$ cat src/pkg/phy_cfg_regs.svh
// Register indices, write masks, reset values, status layout and field
// positions of the transmit level and equalizer configuration bank.
// Assumes a 32-bit AHB-Lite bus with one register per aligned word.
`ifndef PHY_CFG_REGS_SVH
`define PHY_CFG_REGS_SVH

// Printed register indices; the byte address is four times the index.
`define IDX_LVL_LOW 12'h30B
`define IDX_LVL_PLUS 12'h30C
`define IDX_ADAPT_CTL 12'h30F
`define IDX_GAIN_SEL 12'h311
`define IDX_STATUS 12'h310

// Writable bits of each register; all other bits read as zero.
`define MASK_LVL_LOW 16'h0FFF
`define MASK_LVL_PLUS 16'h003F
`define MASK_ADAPT_CTL 16'h07FF
`define MASK_GAIN_SEL 16'hE1FE

// Reset values.
`define RST_LVL_LOW 16'h0C00
`define RST_LVL_PLUS 16'h0020
`define RST_ADAPT_CTL 16'h0464
`define RST_GAIN_SEL 16'h01FC

// Field positions.
`define F_MINUS_MSB 11
`define F_MINUS_LSB 6
`define F_ZERO_MSB 5
`define F_ZERO_LSB 0
`define F_PLUS_MSB 5
`define F_PLUS_LSB 0
`define F_TIMER_MSB 10
`define F_TIMER_LSB 8
`define F_HOLD_ONE 7
`define F_HOLD_TWO 6
`define F_HOLD_THREE 5
`define F_CHECK_MSB 4
`define F_CHECK_LSB 2
`define F_FREQACC_BIT 1
`define F_DFE_RST_BIT 0
`define F_GAIN_MSB 15
`define F_GAIN_LSB 14
`define F_COEF_SET_BIT 13
`define F_COEF0_MSB 8
`define F_COEF0_LSB 1

// Status register layout.
`define F_ST_CODE_MSB 5
`define F_ST_CODE_LSB 0
`define F_ST_HOLD_BIT 6
`define F_ST_CNT_MSB 15
`define F_ST_CNT_LSB 8

`endif

$ cat src/pkg/phy_cfg_pkg.sv
// Types shared by the configuration bank and its bench.
// Assumes phy_cfg_regs.svh supplies the numeric constants.
package phy_cfg_pkg;

    // Transmitted three-level symbol from the encoder.
    typedef enum logic [1:0] {
        SYM_ZERO = 2'h0,
        SYM_PLUS = 2'h1,
        SYM_MINUS = 2'h2
    } tx_symbol_t;

    // Current adaptation stage reported by the sequencer.
    typedef enum logic [1:0] {
        STAGE_OTHER = 2'h0,
        STAGE_ONE = 2'h1,
        STAGE_TWO = 2'h2,
        STAGE_THREE = 2'h3
    } adapt_stage_t;

    // Complete state of the bank.
    typedef struct packed {
        logic [15:0] lvl_low;
        logic [15:0] lvl_plus;
        logic [15:0] adapt_ctl;
        logic [15:0] gain_sel;
        logic wr_pend;
        logic [11:0] wr_idx;
        logic [31:0] rdata;
        logic [5:0] line_code;
        logic ff_freeze;
        logic freqacc_reinit;
        logic dfe_coeff_reset;
        logic [7:0] sweep_cnt;
        logic coeff0_force;
    } state_t;

endpackage : phy_cfg_pkg

$ cat src/verilog/phy_tx_level_and_equalizer_config.sv
// Transmit level and equalizer configuration bank with an AHB-Lite slave.
// Assumes tx_symbol, adapt_stage, sweep_iter and short_cable come from
// logic on clk_sys, so none of them is synchronised here.
`include "phy_cfg_regs.svh"

module phy_tx_level_and_equalizer_config (
    input wire logic clk_sys,
    input wire logic resetn,
    // AHB-Lite slave.
    input wire logic hsel,
    input wire logic [31:0] haddr,
    input wire logic [1:0] htrans,
    input wire logic hwrite,
    input wire logic [2:0] hsize,
    input wire logic [31:0] hwdata,
    input wire logic hready,
    output logic hreadyout,
    output logic hresp,
    output logic [31:0] hrdata,
    // Transmit side.
    input wire phy_cfg_pkg::tx_symbol_t tx_symbol,
    output logic [5:0] line_code,
    // Adaptation sequencer side.
    input wire phy_cfg_pkg::adapt_stage_t adapt_stage,
    input wire logic sweep_active,
    input wire logic sweep_iter,
    input wire logic short_cable,
    output logic [2:0] stage_one_timer_select,
    output logic ff_freeze,
    output logic [2:0] thr_check_en,
    output logic freqacc_reinit,
    output logic dfe_coeff_reset,
    output logic [1:0] gain_map_sel,
    output logic coeff_set_sel,
    output logic coeff0_force,
    output logic [7:0] coeff0_value
);

    phy_cfg_pkg::state_t s_q;
    phy_cfg_pkg::state_t s_d;

    // Word index of a byte address; upper address bits must be zero.
    function automatic logic [11:0] word_index(input logic [31:0] addr);
        logic [11:0] idx;
        idx = 12'hFFF;
        if (addr[31:14] == 18'h00000 && addr[1:0] == 2'h0) begin
            idx = addr[13:2];
        end
        return idx;
    endfunction : word_index

    // Merges a write into a register, keeping only the implemented bits.
    function automatic logic [15:0] masked_write(
        input logic [15:0] old_val,
        input logic [31:0] wdata,
        input logic [15:0] mask
    );
        return (old_val & ~mask) | (wdata[15:0] & mask);
    endfunction : masked_write

    // Chooses the driver code for a symbol. An illegal symbol code falls
    // back to the zero level so the driver never sees a stale value.
    function automatic logic [5:0] level_for(
        input phy_cfg_pkg::tx_symbol_t sym,
        input logic [15:0] low_reg,
        input logic [15:0] plus_reg
    );
        logic [5:0] code;
        code = low_reg[`F_ZERO_MSB:`F_ZERO_LSB];
        unique case (sym)
            phy_cfg_pkg::SYM_MINUS: begin
                code = low_reg[`F_MINUS_MSB:`F_MINUS_LSB];
            end
            phy_cfg_pkg::SYM_PLUS: begin
                code = plus_reg[`F_PLUS_MSB:`F_PLUS_LSB];
            end
            default: begin
                code = low_reg[`F_ZERO_MSB:`F_ZERO_LSB];
            end
        endcase
        return code;
    endfunction : level_for

    // Read-only status word showing the block's own state.
    function automatic logic [15:0] status_word(input phy_cfg_pkg::state_t st);
        logic [15:0] w;
        w = 16'h0000;
        w[`F_ST_CODE_MSB:`F_ST_CODE_LSB] = st.line_code;
        w[`F_ST_HOLD_BIT] = st.ff_freeze;
        w[`F_ST_CNT_MSB:`F_ST_CNT_LSB] = st.sweep_cnt;
        return w;
    endfunction : status_word

    logic addr_take;
    logic [11:0] addr_idx;
    logic [15:0] rd_word;
    logic hold_bit;

    // An address phase is taken only when the bus is ready and the
    // transfer is NONSEQ or SEQ; IDLE and BUSY are ignored.
    assign addr_take = hsel && hready && htrans[1];
    assign addr_idx = word_index(haddr);

    // Next-state logic for the whole bank.
    always_comb begin
        s_d = s_q;
        s_d.freqacc_reinit = 1'b0;
        s_d.dfe_coeff_reset = 1'b0;

        // Data phase of a write: the value lands at the end of this
        // cycle. Unmapped indices and the status word take no write.
        if (s_q.wr_pend) begin
            unique case (s_q.wr_idx)
                `IDX_LVL_LOW: begin
                    s_d.lvl_low = masked_write(s_q.lvl_low, hwdata, `MASK_LVL_LOW);
                end
                `IDX_LVL_PLUS: begin
                    s_d.lvl_plus = masked_write(s_q.lvl_plus, hwdata, `MASK_LVL_PLUS);
                end
                `IDX_ADAPT_CTL: begin
                    s_d.adapt_ctl = masked_write(s_q.adapt_ctl, hwdata, `MASK_ADAPT_CTL);
                end
                `IDX_GAIN_SEL: begin
                    s_d.gain_sel = masked_write(s_q.gain_sel, hwdata, `MASK_GAIN_SEL);
                end
                default: begin
                    s_d.gain_sel = s_q.gain_sel;
                end
            endcase
        end

        // Capture the next address phase; the write flag clears itself.
        s_d.wr_pend = addr_take && hwrite;
        s_d.wr_idx = addr_take ? addr_idx : s_q.wr_idx;

        // The read word is taken from the post-write values so that a read
        // right behind a write to the same register sees the new data.
        rd_word = 16'h0000;
        unique case (addr_idx)
            `IDX_LVL_LOW: begin
                rd_word = s_d.lvl_low;
            end
            `IDX_LVL_PLUS: begin
                rd_word = s_d.lvl_plus;
            end
            `IDX_ADAPT_CTL: begin
                rd_word = s_d.adapt_ctl;
            end
            `IDX_GAIN_SEL: begin
                rd_word = s_d.gain_sel;
            end
            `IDX_STATUS: begin
                rd_word = status_word(s_q);
            end
            default: begin
                rd_word = 16'h0000;
            end
        endcase
        if (addr_take && !hwrite) begin
            s_d.rdata = {16'h0000, rd_word};
        end

        // Driver code follows the symbol one cycle later.
        s_d.line_code = level_for(tx_symbol, s_q.lvl_low, s_q.lvl_plus);

        // Feed-forward freeze for the stage now running.
        hold_bit = 1'b0;
        unique case (adapt_stage)
            phy_cfg_pkg::STAGE_ONE: begin
                hold_bit = s_q.adapt_ctl[`F_HOLD_ONE];
            end
            phy_cfg_pkg::STAGE_TWO: begin
                hold_bit = s_q.adapt_ctl[`F_HOLD_TWO];
            end
            phy_cfg_pkg::STAGE_THREE: begin
                hold_bit = s_q.adapt_ctl[`F_HOLD_THREE];
            end
            phy_cfg_pkg::STAGE_OTHER: begin
                hold_bit = 1'b0;
            end
        endcase
        s_d.ff_freeze = hold_bit;

        // Each sweep iteration may clear the accumulator and the feedback
        // coefficients; both requests are single-cycle pulses.
        if (sweep_iter) begin
            s_d.freqacc_reinit = s_q.adapt_ctl[`F_FREQACC_BIT];
            s_d.dfe_coeff_reset = s_q.adapt_ctl[`F_DFE_RST_BIT];
            s_d.sweep_cnt = s_q.sweep_cnt + 8'h01;
        end

        // The forced coefficient applies only while the cable is short.
        s_d.coeff0_force = short_cable;
    end

    // Single register stage for all state.
    always_ff @(posedge clk_sys) begin
        if (!resetn) begin
            s_q.lvl_low <= `RST_LVL_LOW;
            s_q.lvl_plus <= `RST_LVL_PLUS;
            s_q.adapt_ctl <= `RST_ADAPT_CTL;
            s_q.gain_sel <= `RST_GAIN_SEL;
            s_q.wr_pend <= 1'b0;
            s_q.wr_idx <= 12'h000;
            s_q.rdata <= 32'h00000000;
            s_q.line_code <= 6'h00;
            s_q.ff_freeze <= 1'b0;
            s_q.freqacc_reinit <= 1'b0;
            s_q.dfe_coeff_reset <= 1'b0;
            s_q.sweep_cnt <= 8'h00;
            s_q.coeff0_force <= 1'b0;
        end else begin
            s_q <= s_d;
        end
    end

    // The slave never inserts wait states and never signals an error.
    assign hreadyout = 1'b1;
    assign hresp = 1'b0;
    assign hrdata = s_q.rdata;

    // Datapath-facing outputs, taken from flip-flops; thr_check_en is also gated directly by the sweep_active input.
    assign line_code = s_q.line_code;
    assign stage_one_timer_select = s_q.adapt_ctl[`F_TIMER_MSB:`F_TIMER_LSB];
    assign ff_freeze = s_q.ff_freeze;
    // Checks are offered only while a sweep is running.
    assign thr_check_en = sweep_active ? s_q.adapt_ctl[`F_CHECK_MSB:`F_CHECK_LSB]
        : 3'h0;
    assign freqacc_reinit = s_q.freqacc_reinit;
    assign dfe_coeff_reset = s_q.dfe_coeff_reset;
    // Code 3 is not a defined mapping, so it reads back as written but the
    // gain control falls back to the default combination.
    assign gain_map_sel = (s_q.gain_sel[`F_GAIN_MSB:`F_GAIN_LSB] == 2'h3) ? 2'h0
        : s_q.gain_sel[`F_GAIN_MSB:`F_GAIN_LSB];
    assign coeff_set_sel = s_q.gain_sel[`F_COEF_SET_BIT];
    assign coeff0_force = s_q.coeff0_force;
    assign coeff0_value = s_q.gain_sel[`F_COEF0_MSB:`F_COEF0_LSB];

endmodule : phy_tx_level_and_equalizer_config

$ cat config.mk
export PLATFORM = sky130hd
export DESIGN_NAME = phy_tx_level_and_equalizer_config
export DESIGN_NICKNAME = d
export VERILOG_FILES = /design/src/pkg/phy_cfg_pkg.sv /design/src/verilog/phy_tx_level_and_equalizer_config.sv
export VERILOG_INCLUDE_DIRS = /design/src /design/src/pkg
export SDC_FILE = /design/constraint.sdc
export NUM_CORES = 1
export LEC_CHECK = 0
export BUFFER_PORTS_ARGS = -buffer_cell sky130_fd_sc_hd__buf_2
export CORE_UTILIZATION = 53
export CTS_BUF_LIST = sky130_fd_sc_hd__clkbuf_4 sky130_fd_sc_hd__clkbuf_8
export DETAILED_ROUTE_END_ITERATION = 8
export GPL_TIMING_DRIVEN = 0
export HOLD_SLACK_MARGIN = 0.05
export MAX_ROUTING_LAYER = met4
export PLACE_DENSITY = 0.83
export REMOVE_ABC_BUFFERS = 1
export SYNTH_ARGS = -nofsm -noshare
export SYNTH_HDL_FRONTEND = slang
export SYNTH_SLANG_ARGS = --single-unit
$ cat constraint.sdc
create_clock -name clk_sys -period 2.6 [get_ports clk_sys]
set_clock_uncertainty 0.1 [all_clocks]
set_input_delay 0.13 -clock clk_sys [delete_from_list [all_inputs] [get_ports clk_sys]]
set_output_delay 0.13 -clock clk_sys [all_outputs]
set_load 0.01 [all_outputs]
After elaboration in Yosys (flattened, before gate mapping). Cells that the tools add are included.

Memories: 0. Word-level logic and storage cells: 54. Flip-flop bits (word level): 111. Memory bits (read-only): 0. Latch bits: 0. Memory bits (writable): 0.

Shift operators: 0. Reduce and logical (&&, ||, !) cells: 10. Equality and inequality tests: 15. Multipliers: 0. $add $sub $neg: 1. $lt $le $gt $ge: 0. Div/mod/pow operators: 0. Muxes and demuxes: 11. Bitwise logic cells: 4.

Operator list (number): $eq A12 B10 Y1 const B (9); $pmux W16 S5 (1); $mux W16 (4); $mux W64 (1); $logic_not A18 Y1 (1); $or A13 B16 Y16 (1); $or A16 B11 Y16 (1); $or A16 B12 Y16 (1); $or A16 B6 Y16 (1); $mux W12 (1); $pmux W6 S2 (1); $add A8 B1 Y8 const B (1); $eq A2 B2 Y1 const B (4); $logic_and A1 B1 Y1 (5); $eq A2 B1 Y1 const B (2); $logic_not A2 Y1 (2); $pmux W1 S4 (1); $mux W3 (1); $mux W2 (1); $reduce_and A2 Y1 (1); $logic_not A1 Y1 (1).

Depth between registers and ports, before layout. Gate-level depths: netlist of run 1.

Depth after elaboration: 5. Depth in mapped cells: 8. Mapped depth without buffers: 6.

Worst setup path after synthesis of run 1. OpenSTA, ideal clock, no wires.

Path kind: register to register. Start: register s_q[61] (netlist bit). End: register s_q (netlist bit hrdata[1]). Period minus slack after synthesis: 2.241 ns. Stages on the path, launching flop included: 8. Data required time: 2.380 ns. Path buffers: 1. Setup time: 0.120 ns. Data arrival time: 2.021 ns. Path slack: 0.359 ns. Cells stage by stage: dfxtp_1 -> or4b_4 -> or4_4 -> buf_6 -> mux2i_1 -> nand2_1 -> a22oi_1 -> a21oi_1.

Longest elaborated chain between the ends: 4.

RTL lines: from (decl) (RTL line phy_tx_level_and_equalizer_config.sv:39) `phy_cfg_pkg::state_t s_q;`; $eq A12 B10 Y1 (RTL line phy_tx_level_and_equalizer_config.sv:113) `unique case (s_q.wr_idx)`; $mux W16 (RTL line phy_tx_level_and_equalizer_config.sv:113); $mux W64 (*) (RTL line phy_tx_level_and_equalizer_config.sv:112) `if (s_q.wr_pend) begin`; $pmux W16 S5 (*) (RTL line phy_tx_level_and_equalizer_config.sv:139) `unique case (addr_idx)`.

Every way passes the cells marked *; elsewhere a longest branch is shown, timed or not. A chain may end at the register's enable or synchronous reset.

Worst setup path after layout of run 1.
Start: input port haddr[4]. End: register s_q (netlist bit hrdata[0]).

Longest elaborated chain between the ends: 3.

RTL lines: from (decl) (RTL line phy_tx_level_and_equalizer_config.sv:11) `input wire logic [31:0] haddr,`; $mux W12 (*) (RTL line phy_tx_level_and_equalizer_config.sv:46) `if (addr[31:14] == 18'h00000 && addr[1:0] == 2'h0) begin`; $eq A12 B10 Y1 (RTL line phy_tx_level_and_equalizer_config.sv:139); $pmux W16 S5 (*) (RTL line phy_tx_level_and_equalizer_config.sv:139).

Marks and branches as above.

==> results of run 1 <==
sequential cells by signal (all words and copies together), names as in the netlist:
register / count
ff_freeze: 1
hrdata: 16
stage_one_timer_select: 3
dfe_coeff_reset: 1
coeff_set_sel: 1
coeff0_force: 1
line_code: 6
s_q: 49
coeff0_value: 8
freqacc_reinit: 1
worst max path at each step:
stage,start,end
after global routing,haddr[4],hrdata[0]
after CTS,s_q[55],hrdata[0]
after detailed placement,resetn,hrdata[0]
after global placement,s_q[61],hrdata[8]
final,haddr[4],hrdata[0]
after floorplan,s_q[61],hrdata[10]
kinds of logic after synthesis:
logic type	Yosys count
other cells	2
compound gates	88
fa+ha+maj	3
xor+xnor	5
flops	87
buf+inv	82
mux	42
simple gates	175
report_power, final:
part | switching [W] | internal (W) | total [W]
Clock | 0.000524 | 0.000553 | 0.00108
Combinational | 0.000121 | 0.000103 | 0.000224
Sequential | 0.0000149 | 0.00135 | 0.00137
repair_timing:
action / in CTS / in global routing
gates cloned: 1 / 0
pin swaps: 3 / 2
hold endpoints to repair: 54 / 0
endpoints found under the setup margin: 24 / 15
gates resized for setup: 2 / 2
buffers inserted: 4 / 2
hold buffers: 31 / 0
layout make-up:
| cell class | count | area (um^2) |
|---|---|---|
| clock buffer | 9 | 124 |
| clock inverter | 7 | 101 |
| fill | 629 | 2640 |
| inverter | 4 | 16.3 |
| multi-input combinational | 332 | 2160 |
| sequential | 87 | 1740 |
| tap | 102 | 128 |
| timing repair buffer | 140 | 893 |
layer usage:
metal  up-vias  part of all wire [%]
met5         -                     0
met2       192                    47
met4         0                   2.3
li1       1845                     -
met3        27                   7.1
met1      1818                    43
worst max-delay path: stages:
cell and delay, ns:
dlygate4sd3_1 0.54, buf_2 0.16, or4b_2 0.74, nor4_1 0.75, a21boi_0 0.24, a22oi_1 0.19
stage by stage:
| stage | worst slack [ns] | area [um^2] | power, W | std cells | setup TNS (ns) |
|---|---|---|---|---|---|
| 2_1_floorplan | -0.507 | 3870 | 0.00147 | 422 | -8.52 |
| 3_3_place_gp | -1.14 | 4510 | 0.00157 | 626 | -24.66 |
| 3_5_place_dp | -0.735 | 4540 | 0.00158 | 627 | -6.68 |
| 4_1_cts | -0.0807 | 5130 | 0.00266 | 679 | -0.0807 |
| 5_1_grt | -0.00749 | 5170 | 0.00277 | 681 | -0.00749 |
| 6_report | 0.0351 | 5170 | 0.00267 | 681 | 0 |
synth_stat cells, types with 7 or more instances:
cell type / instances
nor2_1: 46
nand4_1: 10
o221a_2: 12
a22oi_1: 10
mux2i_1: 36
clkbuf_1: 19
nand3b_1: 7
buf_4: 51
nand2_1: 47
a21oi_1: 25
and3_1: 7
dfxtp_1: 87
and2_1: 11
nand3_1: 14
o21ai_0: 16
==> impl_metrics.env, run 1 <==
export IMPL_routedWlPerCell_um=16.4
export IMPL_r2r_end="hrdata[1]"
export IMPL_synth_seq_cells=87
export IMPL_cp_required_ns=2.79
export IMPL_rows=32
export IMPL_die_w_um=92.2
export IMPL_diodes=0
export IMPL_post_route_period_util_pct=98.6
export IMPL_fmax_mhz=390
export IMPL_fp_dieH_um=92.2
export IMPL_place_gp_congestion=0.838
export IMPL_grt_pass1_vias=3579
export IMPL_utilization_pct=66.2
export IMPL_cts_sinks=87
export IMPL_die_area_um2=8500
export IMPL_leakagePower_nw=2.23
export IMPL_insertion_delay_ns=0.37
export IMPL_p_per_area_nw_per_um2=516
export IMPL_cts_inserted_buffers=9
export IMPL_start_util_pct=55.3
export IMPL_arrival_ns=2.76
export IMPL_syn_area_um2=4310
export IMPL_synthMuxAreaShare_pct=9.92
export IMPL_period_minus_slack_ns=2.56
export IMPL_htreeDepth=3
export IMPL_clk_pin_slew_ns=0.09
export IMPL_ys_async_sr_fraction_pct=0
export IMPL_syn_avg_cell_area_um2=8.91
export IMPL_synth_top_cell_area_share_pct=40.4
export IMPL_grt_usage_pct=27.4
export IMPL_first_iter_violations=228
export IMPL_status="finished, final reports clean"
export IMPL_rrSetupSlack_ns=0.12
export IMPL_crit_type="in -> reg"
export IMPL_ant_nets=0
export IMPL_ys_seq_area_share_pct=40.4
export IMPL_drv_cap=0
export IMPL_antenna_found_initial=0
export IMPL_yosys_area_share_simple_pct=21.6
export IMPL_grt_max_degree=44
export IMPL_synth_fa_ha_area_share_pct=0.870
export IMPL_hold_path_endpoint="coeff0_value[1]"
export IMPL_port_buffers=102
export IMPL_synth_area_leader_cell="dfxtp_1"
export IMPL_drc=0
export IMPL_synthCells=484
export IMPL_finalSetupViolCount=0
export IMPL_worstHoldStart="resetn"
export IMPL_min_path_type="in -> reg"
export IMPL_num_nets_final=658
export IMPL_grt_pass1_wl_mm=17.5
export IMPL_overflow=0
export IMPL_core_region_area_um2=7810
export IMPL_hold_viol=0
export IMPL_viasPerCell=5.70
export IMPL_vdd_drop_max_mv=0.292
export IMPL_worst_pin_slew_ns=0.945
export IMPL_io_pins=142
export IMPL_synth_cell_types=55
export IMPL_synth_top_family_by_area="simple AND/OR/NAND/NOR gates"
export IMPL_grtUsageMet1_pct=34.0
export IMPL_globalRouteMet2Util_pct=43.1
export IMPL_start_kind="input pin"
export IMPL_clk_path_buf_depth=2
export IMPL_path_max_fanout=6
export IMPL_drtPass1Iterations=5
export IMPL_top_usage_layer="met2"
export IMPL_synth_edff_count=0
export IMPL_final_cell_mix="buf_2 (102), dfxtp_1 (87), nand2_1 (47), nor2_1 (46), mux2i_1 (36)"
export IMPL_final_common_cell="buf_2"
export IMPL_synthTopCellsByArea="dfxtp_1 (40%), buf_4 (8.9%), mux2i_1 (8.4%)"
export IMPL_slew_viol_final=0
export IMPL_holdWs_ns=0.170
export IMPL_yosys_area_share_xor_xnor_pct=1.02
export IMPL_drive_gt1_share_pct=26.8
export IMPL_r2r_start="s_q[55]"
export IMPL_use_met3_pct=5.64
export IMPL_vias=3882
export IMPL_synth_ff_type="dfxtp_1"
export IMPL_cts_tree="done"
export IMPL_cts_root_buf="clkbuf_8"
export IMPL_synth_compound_area_share_pct=14.2
export IMPL_slew_headroom_pct=36.4
export IMPL_yosysWarnings=0
export IMPL_cp_end_kind="register"
export IMPL_reg2reg_depth=6
export IMPL_hold_depth=2
export IMPL_area_growth_pct=19.8
export IMPL_dp_hpwl_mm=7.19
export IMPL_totalWireLength_mm=11.1
Power figures use the tool's default switching activity.
==> run 2, diff against run 1 <==
--- a/config.mk
+++ b/config.mk
@@ -10,7 +10,6 @@
 export CORE_UTILIZATION = 53
 export CTS_BUF_LIST = sky130_fd_sc_hd__clkbuf_4 sky130_fd_sc_hd__clkbuf_8
 export DETAILED_ROUTE_END_ITERATION = 8
-export GPL_TIMING_DRIVEN = 0
 export HOLD_SLACK_MARGIN = 0.05
 export MAX_ROUTING_LAYER = met4
 export PLACE_DENSITY = 0.83
==> run 2 against run 1 <==
Net effect:
- sequential share of layout area grew 0.074 points
- core utilization shrank 0.14 points
- non-clock buffer count grew 9
- critical path depth is the same
- highest routed layer unchanged
- maximum frequency grew 4.2%
- flip-flop and latch count is the same
- worst hold slack gained 0.010 ns
- power shrank 6.4%
- final cell count grew 1.2%
- register-to-register slack gained 0.02 ns
- die area is the same
==> impl_metrics.env, run 2 (synthesis gave the netlist of run 1 again) <==
export IMPL_cts_tree="done"
export IMPL_vdd_drop_max_mv=0.265
export IMPL_insertion_delay_ns=0.37
export IMPL_start_kind="register"
export IMPL_fmax_mhz=406
export IMPL_viasPerCell=5.70
export IMPL_placed_cell_area_um2=4650
export IMPL_diodes=0
export IMPL_finalSetupViolCount=0
export IMPL_final_cell_mix="buf_2 (102), dfxtp_1 (87), nand2_1 (47), nor2_1 (46), mux2i_1 (36)"
export IMPL_fin_cells=689
export IMPL_htreeDepth=3
export IMPL_holdWs_ns=0.180
export IMPL_fin_area_um2=5160
export IMPL_worst_pin_slew_ns=0.575
export IMPL_dp_hpwl_mm=7.71
export IMPL_grt_pass1_wl_mm=17.8
export IMPL_clk_path_buf_depth=2
export IMPL_top_register="s_q"
export IMPL_rows=32
export IMPL_drtPass1Iterations=5
export IMPL_cts_setup_buffers=0
export IMPL_power_share_switching_pct=26.6
export IMPL_rrSetupSlack_ns=0.14
export IMPL_path_max_fanout=8
export IMPL_slew_viol_final=0
export IMPL_routedWlPerCell_um=16.2
export IMPL_cts_inserted_buffers=9
export IMPL_largest_register_ffs=49
export IMPL_arrival_ns=2.62
export IMPL_port_buffers=102
export IMPL_first_iter_violations=252
export IMPL_drv_cap=0
export IMPL_period_minus_slack_ns=2.46
export IMPL_grt_max_degree=43
export IMPL_grt_usage_pct=27.7
export IMPL_cp_required_ns=2.76
export IMPL_leakagePower_nw=2.21
export IMPL_core_region_area_um2=7810
export IMPL_crit_type="reg -> reg"
export IMPL_ant_nets=0
export IMPL_die_area_um2=8500
export IMPL_final_common_cell="buf_2"
export IMPL_p_clk_share_pct=36.1
export IMPL_p_seq_share_pct=54.7
export IMPL_p_comb_share_pct=9.2
export IMPL_clk_pin_slew_ns=0.10
export IMPL_p_int_w=0.00183
export IMPL_start_util_pct=55.3
export IMPL_fp_dieH_um=92.2
export IMPL_cts_sinks=87
export IMPL_overflow=0
export IMPL_cts_root_buf="clkbuf_8"
export IMPL_hold_viol=0
export IMPL_status="finished, final reports clean"
export IMPL_p_sw_w=0.000665
export IMPL_antenna_found_initial=0
export IMPL_slew_headroom_pct=61.3
export IMPL_utilization_pct=66.0
export IMPL_post_route_period_util_pct=94.7
export IMPL_grt_setup_unrepaired="false"
export IMPL_place_gp_congestion=0.843
export IMPL_io_pins=142
export IMPL_p_per_area_nw_per_um2=484
export IMPL_die_w_um=92.2
export IMPL_num_nets_final=666
export IMPL_worst_slack_ns=0.137
export IMPL_drc=0
export IMPL_dp_slack_ns=0.138
export IMPL_vias=3924
export IMPL_grt_pass1_vias=3686
export IMPL_totalWireLength_mm=11.2
export IMPL_drive_gt1_share_pct=27.1
export IMPL_cp_end_kind="register"
export IMPL_dp_cells=641
export IMPL_area_growth_pct=19.5
export IMPL_min_path_type="in -> reg"
[run 2: worst max-delay path, stage by stage, from the launching register on]
cell and delay, ns:
dfxtp_1 0.32, or4b_4 0.59, or4_1 0.74, nand4_1 0.17
o21ai_0 0.09, o31ai_1 0.23, a22oi_1 0.10
[run 2: final cells by class]
| cell class | count | area, um^2 |
|---|---|---|
| clock buffers | 10 | 131 |
| clock inverters | 6 | 57.6 |
| fillers | 643 | 2650 |
| inverters | 4 | 15.0 |
| multi-input cells | 331 | 2130 |
| flip-flops and latches | 87 | 1740 |
| well taps | 102 | 128 |
| repair buffers | 149 | 956 |
[run 2: metrics by stage]
stage	setup TNS, ns	total power [W]
final	0	0.00250
after global routing	0	0.00257
after CTS	0	0.00249
after detailed placement	0	0.00158
after global placement	0	0.00158
after floorplan	-8.52	0.00147
[run 2: what timing repair did]
item	CTS	global route
endpoints found under the hold margin	54	0
resized for setup	0	0
hold buffers	32	0
[run 2: final timing paths]
path         depth (start not counted)    endpoint       start
max                                  6   hrdata[0]     s_q[61]
min                                  4   hrdata[8]    haddr[2]
max reg2reg                          6   hrdata[0]     s_q[61]
min reg2reg                          2  hrdata[15]  hrdata[15]
[run 2: per-layer routing]
metal  vias up  track usage [%]  part of all wire [%]
met5         -                -                     0
met3        30             4.15                   7.0
li1       1861                -                     -
met2       185             45.1                    48
met4         0             13.5                   2.7
met1      1848             33.4                    42
[run 2: power by group through the flow]
stage / Sequential (W) / Combinational (W) / Clock [W]
after floorplan: 0.00139 / 0.0000779 / 0
after global placement: 0.00139 / 0.000182 / 0
after detailed placement: 0.00140 / 0.000189 / 0
after CTS: 0.00137 / 0.000226 / 0.000904
after global routing: 0.00137 / 0.000247 / 0.000956
final: 0.00137 / 0.000230 / 0.000901
